===== src/hdl/peiu_defines.svh =====
`ifndef PEIU_DEFINES_SVH
`define PEIU_DEFINES_SVH

// Management register port geometry.
`define PEIU_ADDR_W 5
`define PEIU_DATA_W 16

// Management register addresses.
`define PEIU_ADDR_STATUS 5'h14
`define PEIU_ADDR_MASK 5'h15
`define PEIU_ADDR_CLEAR 5'h17

// Reset values and the implemented event bits; bits 2:0 are reserved.
`define PEIU_STATUS_RESET 16'h0000
`define PEIU_MASK_RESET 16'h0000
`define PEIU_READ_ZERO 16'h0000
`define PEIU_EVENT_BITS 16'hFFF8

// Event bit positions, shared by the flag and the enable words.
`define PEIU_BIT_SPEED 15
`define PEIU_BIT_LINK 14
`define PEIU_BIT_DUPLEX 13
`define PEIU_BIT_MDIX 12
`define PEIU_BIT_POLARITY 11
`define PEIU_BIT_PAR_FAULT 10
`define PEIU_BIT_MS_ERROR 9
`define PEIU_BIT_NO_HCD 8
`define PEIU_BIT_NO_LINK 7
`define PEIU_BIT_JABBER 6
`define PEIU_BIT_NEXT_PAGE 5
`define PEIU_BIT_AN_DONE 4
`define PEIU_BIT_REM_FAULT 3

// Timing: core clock rate and the wait for link after negotiation.
`define PEIU_CLK_MHZ 125
`define PEIU_NO_LINK_WAIT_US 1000
`define PEIU_NO_LINK_CYCLES (`PEIU_NO_LINK_WAIT_US * `PEIU_CLK_MHZ)
`define PEIU_TIMER_W 24

`endif


===== src/hdl/peiu_pkg.sv =====
package peiu_pkg;

`include "peiu_defines.svh"

    // Resolved link speed as reported by the negotiation logic.
    typedef enum logic [1:0] {
        PEIU_SPEED_10 = 2'h0,
        PEIU_SPEED_100 = 2'h1,
        PEIU_SPEED_1000 = 2'h2,
        PEIU_SPEED_RSVD = 2'h3
    } peiu_speed_type;

    // Watch for link after negotiation has completed.
    typedef enum logic [2:0] {
        PEIU_NL_IDLE = 3'b001,
        PEIU_NL_WAIT = 3'b010,
        PEIU_NL_HOLD = 3'b100
    } peiu_nl_state_type;

    // State of the control and detection module.
    typedef struct packed {
        logic armed;
        peiu_speed_type speed_prev;
        logic link_prev;
        logic duplex_prev;
        logic mdix_prev;
        logic [3:0] pol_prev;
        logic pdf_prev;
        logic msf_prev;
        logic nohcd_prev;
        logic jab_prev;
        logic np_prev;
        logic an_prev;
        logic rf_prev;
        peiu_nl_state_type nl_state;
        logic [`PEIU_TIMER_W-1:0] nl_timer;
        logic [`PEIU_DATA_W-1:0] rd_data;
        logic rd_valid;
    } peiu_ctrl_state_type;

    // State of the flag and enable bank.
    typedef struct packed {
        logic [`PEIU_DATA_W-1:0] flags;
        logic [`PEIU_DATA_W-1:0] mask;
        logic irq;
    } peiu_bank_state_type;

endpackage : peiu_pkg


===== src/hdl/peiu_flag_if.sv =====
`timescale 1ns/100ps
`include "peiu_defines.svh"

// Carries events, clears and enable updates between detection and the bank.
interface peiu_flag_if;
    logic [`PEIU_DATA_W-1:0] event_set;
    logic [`PEIU_DATA_W-1:0] clear_req;
    logic mask_we;
    logic [`PEIU_DATA_W-1:0] mask_wdata;
    logic [`PEIU_DATA_W-1:0] flags;
    logic [`PEIU_DATA_W-1:0] mask;
    logic irq;

    modport bank (
        input event_set,
        input clear_req,
        input mask_we,
        input mask_wdata,
        output flags,
        output mask,
        output irq
    );

    modport ctrl (
        output event_set,
        output clear_req,
        output mask_we,
        output mask_wdata,
        input flags,
        input mask,
        input irq
    );
endinterface : peiu_flag_if


===== src/hdl/peiu_flag_bank.sv =====
`timescale 1ns/100ps
`include "peiu_defines.svh"

module peiu_flag_bank (
    input wire logic clk,
    input wire logic rst_n,
    peiu_flag_if.bank fb
);

    peiu_pkg::peiu_bank_state_type state_reg;
    peiu_pkg::peiu_bank_state_type state_next;
    logic [`PEIU_DATA_W-1:0] clear_eff;

    // Flags are sticky; a new event in the clear cycle survives the clear.
    always_comb
    begin
        state_next = state_reg;
        clear_eff = fb.clear_req & `PEIU_EVENT_BITS;
        state_next.flags = (state_reg.flags & ~clear_eff)
            | (fb.event_set & `PEIU_EVENT_BITS);
        if (fb.mask_we)
        begin
            state_next.mask = fb.mask_wdata & `PEIU_EVENT_BITS;
        end
        // The output follows the new flags in the same edge they are set.
        state_next.irq = |(state_next.flags & state_next.mask);
    end

    // Registers the bank; all flags and enables clear on reset.
    always_ff @(posedge clk or negedge rst_n)
    begin
        if (!rst_n)
        begin
            state_reg.flags <= `PEIU_STATUS_RESET;
            state_reg.mask <= `PEIU_MASK_RESET;
            state_reg.irq <= 1'b0;
        end
        else
        begin
            state_reg <= state_next;
        end
    end

    assign fb.flags = state_reg.flags;
    assign fb.mask = state_reg.mask;
    assign fb.irq = state_reg.irq;

endmodule : peiu_flag_bank


===== src/hdl/peiu_top.sv =====
`timescale 1ns/100ps
`include "peiu_defines.svh"

module peiu_top #(
    parameter int unsigned NO_LINK_CYCLES = `PEIU_NO_LINK_CYCLES
) (
    input wire logic clk,
    input wire logic rst_n,
    // Management register port.
    input wire logic [`PEIU_ADDR_W-1:0] mgmt_addr,
    input wire logic mgmt_wr_en,
    input wire logic [`PEIU_DATA_W-1:0] mgmt_wr_data,
    input wire logic mgmt_rd_en,
    output logic [`PEIU_DATA_W-1:0] mgmt_rd_data,
    output logic mgmt_rd_valid,
    // Link status from the transceiver core.
    input wire logic [1:0] link_speed,
    input wire logic link_up,
    input wire logic full_duplex,
    input wire logic mdix_swapped,
    input wire logic [3:0] rx_polarity,
    input wire logic par_det_fault,
    input wire logic ms_cfg_fault,
    input wire logic no_common_ability,
    input wire logic jabber_active,
    input wire logic next_page_rx,
    input wire logic an_done,
    input wire logic remote_fault,
    // Interrupt to the station, active high.
    output logic irq
);

    // Last count of the link watch. The wait ends one count early so that
    // the flag lands exactly NO_LINK_CYCLES edges after negotiation is done.
    // A wait longer than the timer can hold is cut to its low bits, so the
    // parameter must stay within the timer width.
    localparam logic [`PEIU_TIMER_W-1:0] NL_LIMIT = `PEIU_TIMER_W'(NO_LINK_CYCLES - 1);

    // Control state: input history, the link watch and the read answer.
    peiu_pkg::peiu_ctrl_state_type state_reg;
    peiu_pkg::peiu_ctrl_state_type state_next;

    // Decoded inputs and the words handed to the bank each cycle.
    peiu_pkg::peiu_speed_type speed_now;
    logic [`PEIU_DATA_W-1:0] events;
    logic [`PEIU_DATA_W-1:0] clear_bits;
    logic mask_wr;
    logic no_link_hit;
    logic is_1000;
    logic is_10;

    // Carries events, clears and enable updates over to the bank.
    peiu_flag_if fif ();

    // Flag and enable storage with the interrupt output.
    peiu_flag_bank u_bank (
        .clk(clk),
        .rst_n(rst_n),
        .fb(fif.bank)
    );

    // Speed decode. The reserved code counts as neither 10 nor 1000 Mb/s,
    // so while it stands both the jabber and the master/slave events are held off.
    assign speed_now = peiu_pkg::peiu_speed_type'(link_speed);
    assign is_1000 = (speed_now == peiu_pkg::PEIU_SPEED_1000);
    assign is_10 = (speed_now == peiu_pkg::PEIU_SPEED_10);

    // Management writes: the clear word only pulses for the write cycle,
    // so it reads back as zero and never needs a second write to release.
    // A read in the same cycle as a write sees the word before the write.
    always_comb
    begin
        clear_bits = `PEIU_READ_ZERO;
        mask_wr = 1'b0;
        if (mgmt_wr_en && (mgmt_addr == `PEIU_ADDR_MASK))
        begin
            mask_wr = 1'b1;
        end
        else if (mgmt_wr_en && (mgmt_addr == `PEIU_ADDR_CLEAR))
        begin
            clear_bits = mgmt_wr_data;
        end
        else
        begin
            // Writes elsewhere, the read-only flag word included, are dropped.
            clear_bits = `PEIU_READ_ZERO;
        end
    end

    // Event detection. Nothing is flagged until the first sample after
    // reset has been taken, otherwise inputs that already stand at one
    // would look like changes from the reset value of the history.
    // Each event is a one-cycle pulse; the bank holds it as a flag.
    always_comb
    begin
        events = `PEIU_READ_ZERO;
        if (state_reg.armed)
        begin
            // Changes of link state count on either edge.
            events[`PEIU_BIT_SPEED] = (speed_now != state_reg.speed_prev);
            events[`PEIU_BIT_LINK] = (link_up != state_reg.link_prev);
            events[`PEIU_BIT_DUPLEX] = (full_duplex != state_reg.duplex_prev);
            events[`PEIU_BIT_MDIX] = (mdix_swapped != state_reg.mdix_prev);
            events[`PEIU_BIT_POLARITY] = (rx_polarity != state_reg.pol_prev);

            // Fault reports are levels; only their rising edge is an event.
            events[`PEIU_BIT_PAR_FAULT] = par_det_fault && !state_reg.pdf_prev;
            events[`PEIU_BIT_MS_ERROR] = ms_cfg_fault && !state_reg.msf_prev
                && is_1000;
            events[`PEIU_BIT_NO_HCD] = no_common_ability && !state_reg.nohcd_prev;

            // The link watch below decides when no link has followed negotiation.
            events[`PEIU_BIT_NO_LINK] = no_link_hit;

            // Jabber is only meaningful at 10 Mb/s; both edges count there.
            events[`PEIU_BIT_JABBER] = (jabber_active != state_reg.jab_prev)
                && is_10;

            // Next page and negotiation done count on their rising edge only, so a
            // level that the core holds high is reported once and not every cycle.
            events[`PEIU_BIT_NEXT_PAGE] = next_page_rx && !state_reg.np_prev;
            events[`PEIU_BIT_AN_DONE] = an_done && !state_reg.an_prev;

            // Remote fault is a change event: its clearing edge counts as well.
            events[`PEIU_BIT_REM_FAULT] = (remote_fault != state_reg.rf_prev);
        end
    end

    // Link watch after negotiation completes. The timer only runs in the
    // wait state, and a restarted negotiation drops back to idle. Expiry
    // needs negotiation still done at that edge; a core that withdraws done
    // in the same cycle gets no report, which favours a quiet restart.
    always_comb
    begin
        no_link_hit = 1'b0;
        if (state_reg.armed && (state_reg.nl_state == peiu_pkg::PEIU_NL_WAIT)
            && !link_up && an_done && (state_reg.nl_timer >= NL_LIMIT))
        begin
            no_link_hit = 1'b1;
        end
    end

    // Next state of the control module.
    always_comb
    begin
        state_next = state_reg;

        // History follows the inputs every cycle, so the first armed edge
        // compares against what the inputs really were, not reset values.
        state_next.armed = 1'b1;
        state_next.speed_prev = speed_now;
        state_next.link_prev = link_up;
        state_next.duplex_prev = full_duplex;
        state_next.mdix_prev = mdix_swapped;
        state_next.pol_prev = rx_polarity;
        // Level faults keep their last value so only a new rise reports.
        state_next.pdf_prev = par_det_fault;
        state_next.msf_prev = ms_cfg_fault;
        state_next.nohcd_prev = no_common_ability;
        state_next.jab_prev = jabber_active;
        state_next.np_prev = next_page_rx;
        state_next.an_prev = an_done;
        state_next.rf_prev = remote_fault;

        case (state_reg.nl_state)
            peiu_pkg::PEIU_NL_IDLE:
            begin
                // Held at zero here so every wait counts up from zero.
                state_next.nl_timer = '0;
                if (state_reg.armed && an_done && !state_reg.an_prev)
                begin
                    state_next.nl_state = peiu_pkg::PEIU_NL_WAIT;
                end
            end

            peiu_pkg::PEIU_NL_WAIT:
            begin
                // Link up ends the watch quietly; expiry ends it with the flag.
                if (!an_done)
                begin
                    state_next.nl_state = peiu_pkg::PEIU_NL_IDLE;
                end
                else if (link_up || no_link_hit)
                begin
                    state_next.nl_state = peiu_pkg::PEIU_NL_HOLD;
                end
                else
                begin
                    state_next.nl_timer = state_reg.nl_timer + `PEIU_TIMER_W'(1);
                end
            end

            peiu_pkg::PEIU_NL_HOLD:
            begin
                // One report per negotiation; wait for the next one.
                if (!an_done)
                begin
                    state_next.nl_state = peiu_pkg::PEIU_NL_IDLE;
                end
            end

            // An illegal code from an upset returns to idle.
            default:
            begin
                state_next.nl_state = peiu_pkg::PEIU_NL_IDLE;
            end
        endcase

        // Register reads are answered one cycle after the request. Reads of
        // the flags show the word as it stands before this edge's updates.
        state_next.rd_valid = 1'b0;
        state_next.rd_data = `PEIU_READ_ZERO;
        if (mgmt_rd_en && (mgmt_addr == `PEIU_ADDR_STATUS))
        begin
            // Flags with the reserved bits forced to zero.
            state_next.rd_valid = 1'b1;
            state_next.rd_data = fif.flags & `PEIU_EVENT_BITS;
        end
        else if (mgmt_rd_en && (mgmt_addr == `PEIU_ADDR_MASK))
        begin
            // Enables read back as written, less the reserved bits.
            state_next.rd_valid = 1'b1;
            state_next.rd_data = fif.mask & `PEIU_EVENT_BITS;
        end
        else if (mgmt_rd_en && (mgmt_addr == `PEIU_ADDR_CLEAR))
        begin
            // The clear word returns to zero by itself, so it always reads zero.
            state_next.rd_valid = 1'b1;
            state_next.rd_data = `PEIU_READ_ZERO;
        end
        else
        begin
            // Other addresses belong to other register blocks.
            state_next.rd_valid = 1'b0;
            state_next.rd_data = `PEIU_READ_ZERO;
        end
    end

    // Registers the control state. The history resets to idle levels, but
    // the arming bit still hides the first edge, because the inputs need
    // not stand at those levels when reset ends.
    always_ff @(posedge clk or negedge rst_n)
    begin
        if (!rst_n)
        begin
            state_reg.armed <= 1'b0;
            state_reg.speed_prev <= peiu_pkg::PEIU_SPEED_10;
            state_reg.link_prev <= 1'b0;
            state_reg.duplex_prev <= 1'b0;
            state_reg.mdix_prev <= 1'b0;
            state_reg.pol_prev <= 4'h0;
            state_reg.pdf_prev <= 1'b0;
            state_reg.msf_prev <= 1'b0;
            state_reg.nohcd_prev <= 1'b0;
            state_reg.jab_prev <= 1'b0;
            state_reg.np_prev <= 1'b0;
            state_reg.an_prev <= 1'b0;
            state_reg.rf_prev <= 1'b0;
            state_reg.nl_state <= peiu_pkg::PEIU_NL_IDLE;
            state_reg.nl_timer <= '0;
            state_reg.rd_data <= `PEIU_READ_ZERO;
            state_reg.rd_valid <= 1'b0;
        end
        else
        begin
            state_reg <= state_next;
        end
    end

    // Connections to the flag bank.
    assign fif.event_set = events;
    assign fif.clear_req = clear_bits;
    assign fif.mask_we = mask_wr;
    // Raw write data is passed on; the bank drops the reserved bits itself.
    assign fif.mask_wdata = mgmt_wr_data;

    // Outputs. Read data and valid come straight from flops, and the
    // interrupt is the bank's own registered output.
    assign mgmt_rd_data = state_reg.rd_data;
    assign mgmt_rd_valid = state_reg.rd_valid;
    assign irq = fif.irq;

endmodule : peiu_top


===== config.mk =====
export PLATFORM = sky130hd
export DESIGN_NAME = peiu_top
export DESIGN_NICKNAME = d
export VERILOG_FILES = /design/src/hdl/peiu_pkg.sv /design/src/hdl/peiu_flag_if.sv /design/src/hdl/peiu_flag_bank.sv /design/src/hdl/peiu_top.sv
export VERILOG_INCLUDE_DIRS = /design/src /design/src/hdl
export SDC_FILE = /design/constraint.sdc
export NUM_CORES = 1
export LEC_CHECK = 0
export ABC_CLOCK_PERIOD_IN_PS = 2600
export BUFFER_PORTS_ARGS = -buffer_cell sky130_fd_sc_hd__buf_2
export CORE_UTILIZATION = 45
export CTS_CLUSTER_DIAMETER = 30
export DETAILED_ROUTE_END_ITERATION = 6
export GPL_TIMING_DRIVEN = 0
export PLACE_DENSITY_LB_ADDON = 0.05
export RECOVER_POWER = 25
export REMOVE_ABC_BUFFERS = 1
export SYNTH_ARGS = -nofsm -noshare
export SYNTH_HDL_FRONTEND = slang
export SYNTH_SLANG_ARGS = --single-unit

===== constraint.sdc =====
create_clock -name clk -period 2.6 [get_ports clk]
set_input_delay 0.13 -clock clk [delete_from_list [all_inputs] [get_ports clk]]
set_output_delay 0.13 -clock clk [all_outputs]
set_load 0.1 [all_outputs]

==> results.json <==
{
  "cell_count_after_synthesis": 366,
  "timing.fmax_mhz": 410,
  "instances_no_fill": 537,
  "drive_above_1_share": 0.178,
  "synth_async_sr_flop_share": 1.00,
  "initial_utilization": 0.473,
  "yosys_warnings": 0,
  "die_area_um2": 9150,
  "fin_nets": 469,
  "use_met2": 0.341,
  "worst_slew_margin_rel": 0.374,
  "wl_per_cell_um": 15.2,
  "yosysTopAreaCellShare": 0.532,
  "min-delay-start": "mgmt_wr_data[13]",
  "fin_crit_ns": 2.44,
  "busiest_layer": "met2",
  "antenna_cells": 0,
  "total_power_density_per_cell_area_nw_per_um2": 591,
  "synth.top_cells.by_area": "sky130_fd_sc_hd__dfrtp_1, sky130_fd_sc_hd__a21oi_1, sky130_fd_sc_hd__mux2i_1",
  "critPathKind": "reg -> reg",
  "grt_use_met3": 0.0335,
  "min_path_type": "in -> reg",
  "track_usage": 0.197,
  "place_inst": 500,
  "slew_violations": 0,
  "intPower_uw": 2010,
  "share_clk_of_total_power": 0.347,
  "crit_arrival_ns": 2.71,
  "post-synth-top-count-cell": "sky130_fd_sc_hd__dfrtp_1",
  "core.rowCount": 33,
  "globalRouteOverflowTotal": 0,
  "end_kind": "flop",
  "cts_root_buffer": "sky130_fd_sc_hd__clkbuf_8",
  "cts.path.max_buffers": 2,
  "drt.antenna.violating_nets": 0,
  "hold_violations": 0,
  "syn_area_um2": 3950,
  "max_cap_viol_count": 0,
  "timing.critical_path.from_type": "flop",
  "synth_edf_count": 0,
  "largest_reg_flops": 44,
  "multi_input_area_um2": 1590,
  "seq_area_frac_synth": 0.539,
  "rsz_0062_raised_after_global_routing": "false",
  "insertion_delay_ns": 0.35,
  "tritoncts": "done",
  "chipWidth_um": 95.7,
  "rr_endpoint": "state_reg[32]",
  "switching_share": 0.259,
  "setup_total_negative_slack_ns": 0,
  "commonest_cells_in_the_synthesized_netlist": "sky130_fd_sc_hd__dfrtp_1, sky130_fd_sc_hd__a21oi_1, sky130_fd_sc_hd__o21ai_0",
  "worst_ep_required_time_ns": 2.87,
  "power.sequential.fraction": 0.525,
  "share_comb_of_total_power": 0.129,
  "via_count_of_the_first_global_routing_pass": 2888,
  "regArea_um2": 2130,
  "io_buffers": 52,
  "dieHeight_um": 95.7,
  "worst-slew-pin-transition_ns": 0.940,
  "htree_num_levels": 3,
  "grt_antenna_before_repair": 0,
  "status": "finished clean",
  "count_of_state_elements_after_synthesis": 85,
  "leakage_uw": 0.00200,
  "first_pass_grt_wire_length_mm": 13.6,
  "cts.clk_slew.worst_paths_ns": 0.09,
  "design.core.area_um2": 8340,
  "synthFlopType": "sky130_fd_sc_hd__dfrtp_1",
  "hold-path-cell-count": 2,
  "netlist-cell-type-count": 49,
  "setup.reg_to_reg.worst_slack_ns": 0.16,
  "detail_route.vias_per_cell": 5.36,
  "detail_route.first_pass.iterations": 4,
  "drtIter0Drc": 103,
  "grt_start_max_net_pins": 70,
  "via_count": 2880,
  "io_pins": 59,
  "vdd_drop_max_uv": 199,
  "globalplace.congestion": 0.764,
  "reg2reg_depth": 6,
  "period_share": 0.938,
  "finalClockSkew_ns": 0.0103,
  "synth.avg_cell_area_um2": 10.8,
  "clkSinkCount": 85,
  "hold_ws_ns": 0.0438,
  "crit_path_max_fanout": 21,
  "post-synth-top-area-cell": "sky130_fd_sc_hd__dfrtp_1",
  "fin_total_pwr_uw": 2720,
  "met1_usage_grt": 0.248,
  "routed_wirelength_mm": 8.16,
  "fin_util": 0.551,
  "syn2layout_area_growth_pct": 16.4,
  "hold_end": "u_bank.fb.mask[13]",
  "num-fill-cells": 744,
  "worst_r2r_startpoint": "state_reg[24]",
  "net-switching-power_uw": 703,
  "dpl.hpwl_mm": 5.39,
  "cts_made_buffers": 9,
  "remaining_drc_errors": 0,
  "finalSetupViolCount": 0
}
[layer usage]
layer | routed length (um) | up-vias
met1 | 3670 | 1398
met4 | 101 | 0
met2 | 4110 | 53
li1 | - | 1420
met3 | 276 | 9
met5 | 0 | -
[placed cells by master (no fill, tap or decap), types with 4 or more instances in the layout]
cell type / instances
sky130_fd_sc_hd__a21oi_1: 26
sky130_fd_sc_hd__a22o_1: 4
sky130_fd_sc_hd__and3_1: 4
sky130_fd_sc_hd__buf_2: 34
sky130_fd_sc_hd__clkbuf_1: 19
sky130_fd_sc_hd__clkbuf_8: 10
sky130_fd_sc_hd__conb_1: 4
sky130_fd_sc_hd__dfrtp_1: 84
sky130_fd_sc_hd__dlygate4sd3_1: 19
sky130_fd_sc_hd__inv_1: 23
sky130_fd_sc_hd__mux2_2: 10
sky130_fd_sc_hd__mux2i_1: 13
sky130_fd_sc_hd__nand2_1: 19
sky130_fd_sc_hd__nand3_1: 9
sky130_fd_sc_hd__nand3b_1: 5
sky130_fd_sc_hd__nand4_1: 4
sky130_fd_sc_hd__nor2_1: 18
sky130_fd_sc_hd__nor4_1: 4
sky130_fd_sc_hd__o21ai_0: 26
sky130_fd_sc_hd__o31ai_1: 14
sky130_fd_sc_hd__or3_1: 15
sky130_fd_sc_hd__or4_1: 7
sky130_fd_sc_hd__xnor2_1: 8
sky130_fd_sc_hd__xor2_1: 4
[power by group through the flow]
stage               registers [uW]  logic (uW)  clock network, uW
floorplan                     1480         179                  0
global placement              1450         323                  0
detailed placement            1450         335                  0
CTS                           1430         360                978
global route                  1440         385               1030
finish                        1430         350                942
[stage by stage]
step | area [um^2] | setup WS, ns
final | 4600 | 0.161
after global routing | 4600 | 0.0299
after CTS | 4620 | 0.117
after detailed placement | 4220 | -0.165
after global placement | 4170 | -1.80
after floorplan | 3780 | -0.532
[worst max-delay path: stages, from the launching register on]
cell	delay (ns)
sky130_fd_sc_hd__dfrtp_1	0.46
sky130_fd_sc_hd__nor4_1	0.38
sky130_fd_sc_hd__a21oi_1	0.14
sky130_fd_sc_hd__o311ai_2	0.39
sky130_fd_sc_hd__a21oi_2	0.31
sky130_fd_sc_hd__or4_1	0.53
sky130_fd_sc_hd__a21oi_1	0.16
[worst max-delay path by stage]
stage | slack (ns) | start | end
after global routing | 0.03 | state_reg[24] | state_reg[33]
final | 0.16 | state_reg[24] | state_reg[32]
after floorplan | -0.53 | state_reg[41] | state_reg[32]
after CTS | 0.12 | state_reg[24] | state_reg[33]
after detailed placement | -0.17 | state_reg[60] | state_reg[39]
after global placement | -1.80 | state_reg[41] | state_reg[32]
[layout make-up]
cell class                      count  share of cell area
Sequential cell                    85               0.463
Multi-Input combinational cell    233               0.345
Timing Repair Buffer               75               0.100
Clock buffer                       11              0.0308
Tap cell                          105              0.0286
Inverter                           23              0.0188
Clock inverter                      5              0.0131
[repair_timing]
item | in CTS | in global routing
setup endpoints to repair | 21 | 2
hold buffers | 19 | 0
buffers inserted | 0 | 2
gates resized for setup | 3 | 1
hold endpoints to repair | 34 | 0
[kinds of logic after synthesis]
kind of cell,synth area share
mux,0.0729
buf+inv,0.0669
other cells,0.00190
fa+ha+maj,0.00317
xor+xnor,0.0266
flops,0.539
compound gates,0.136
simple gates,0.153
Note: power is estimated with default switching activity, not from simulation.
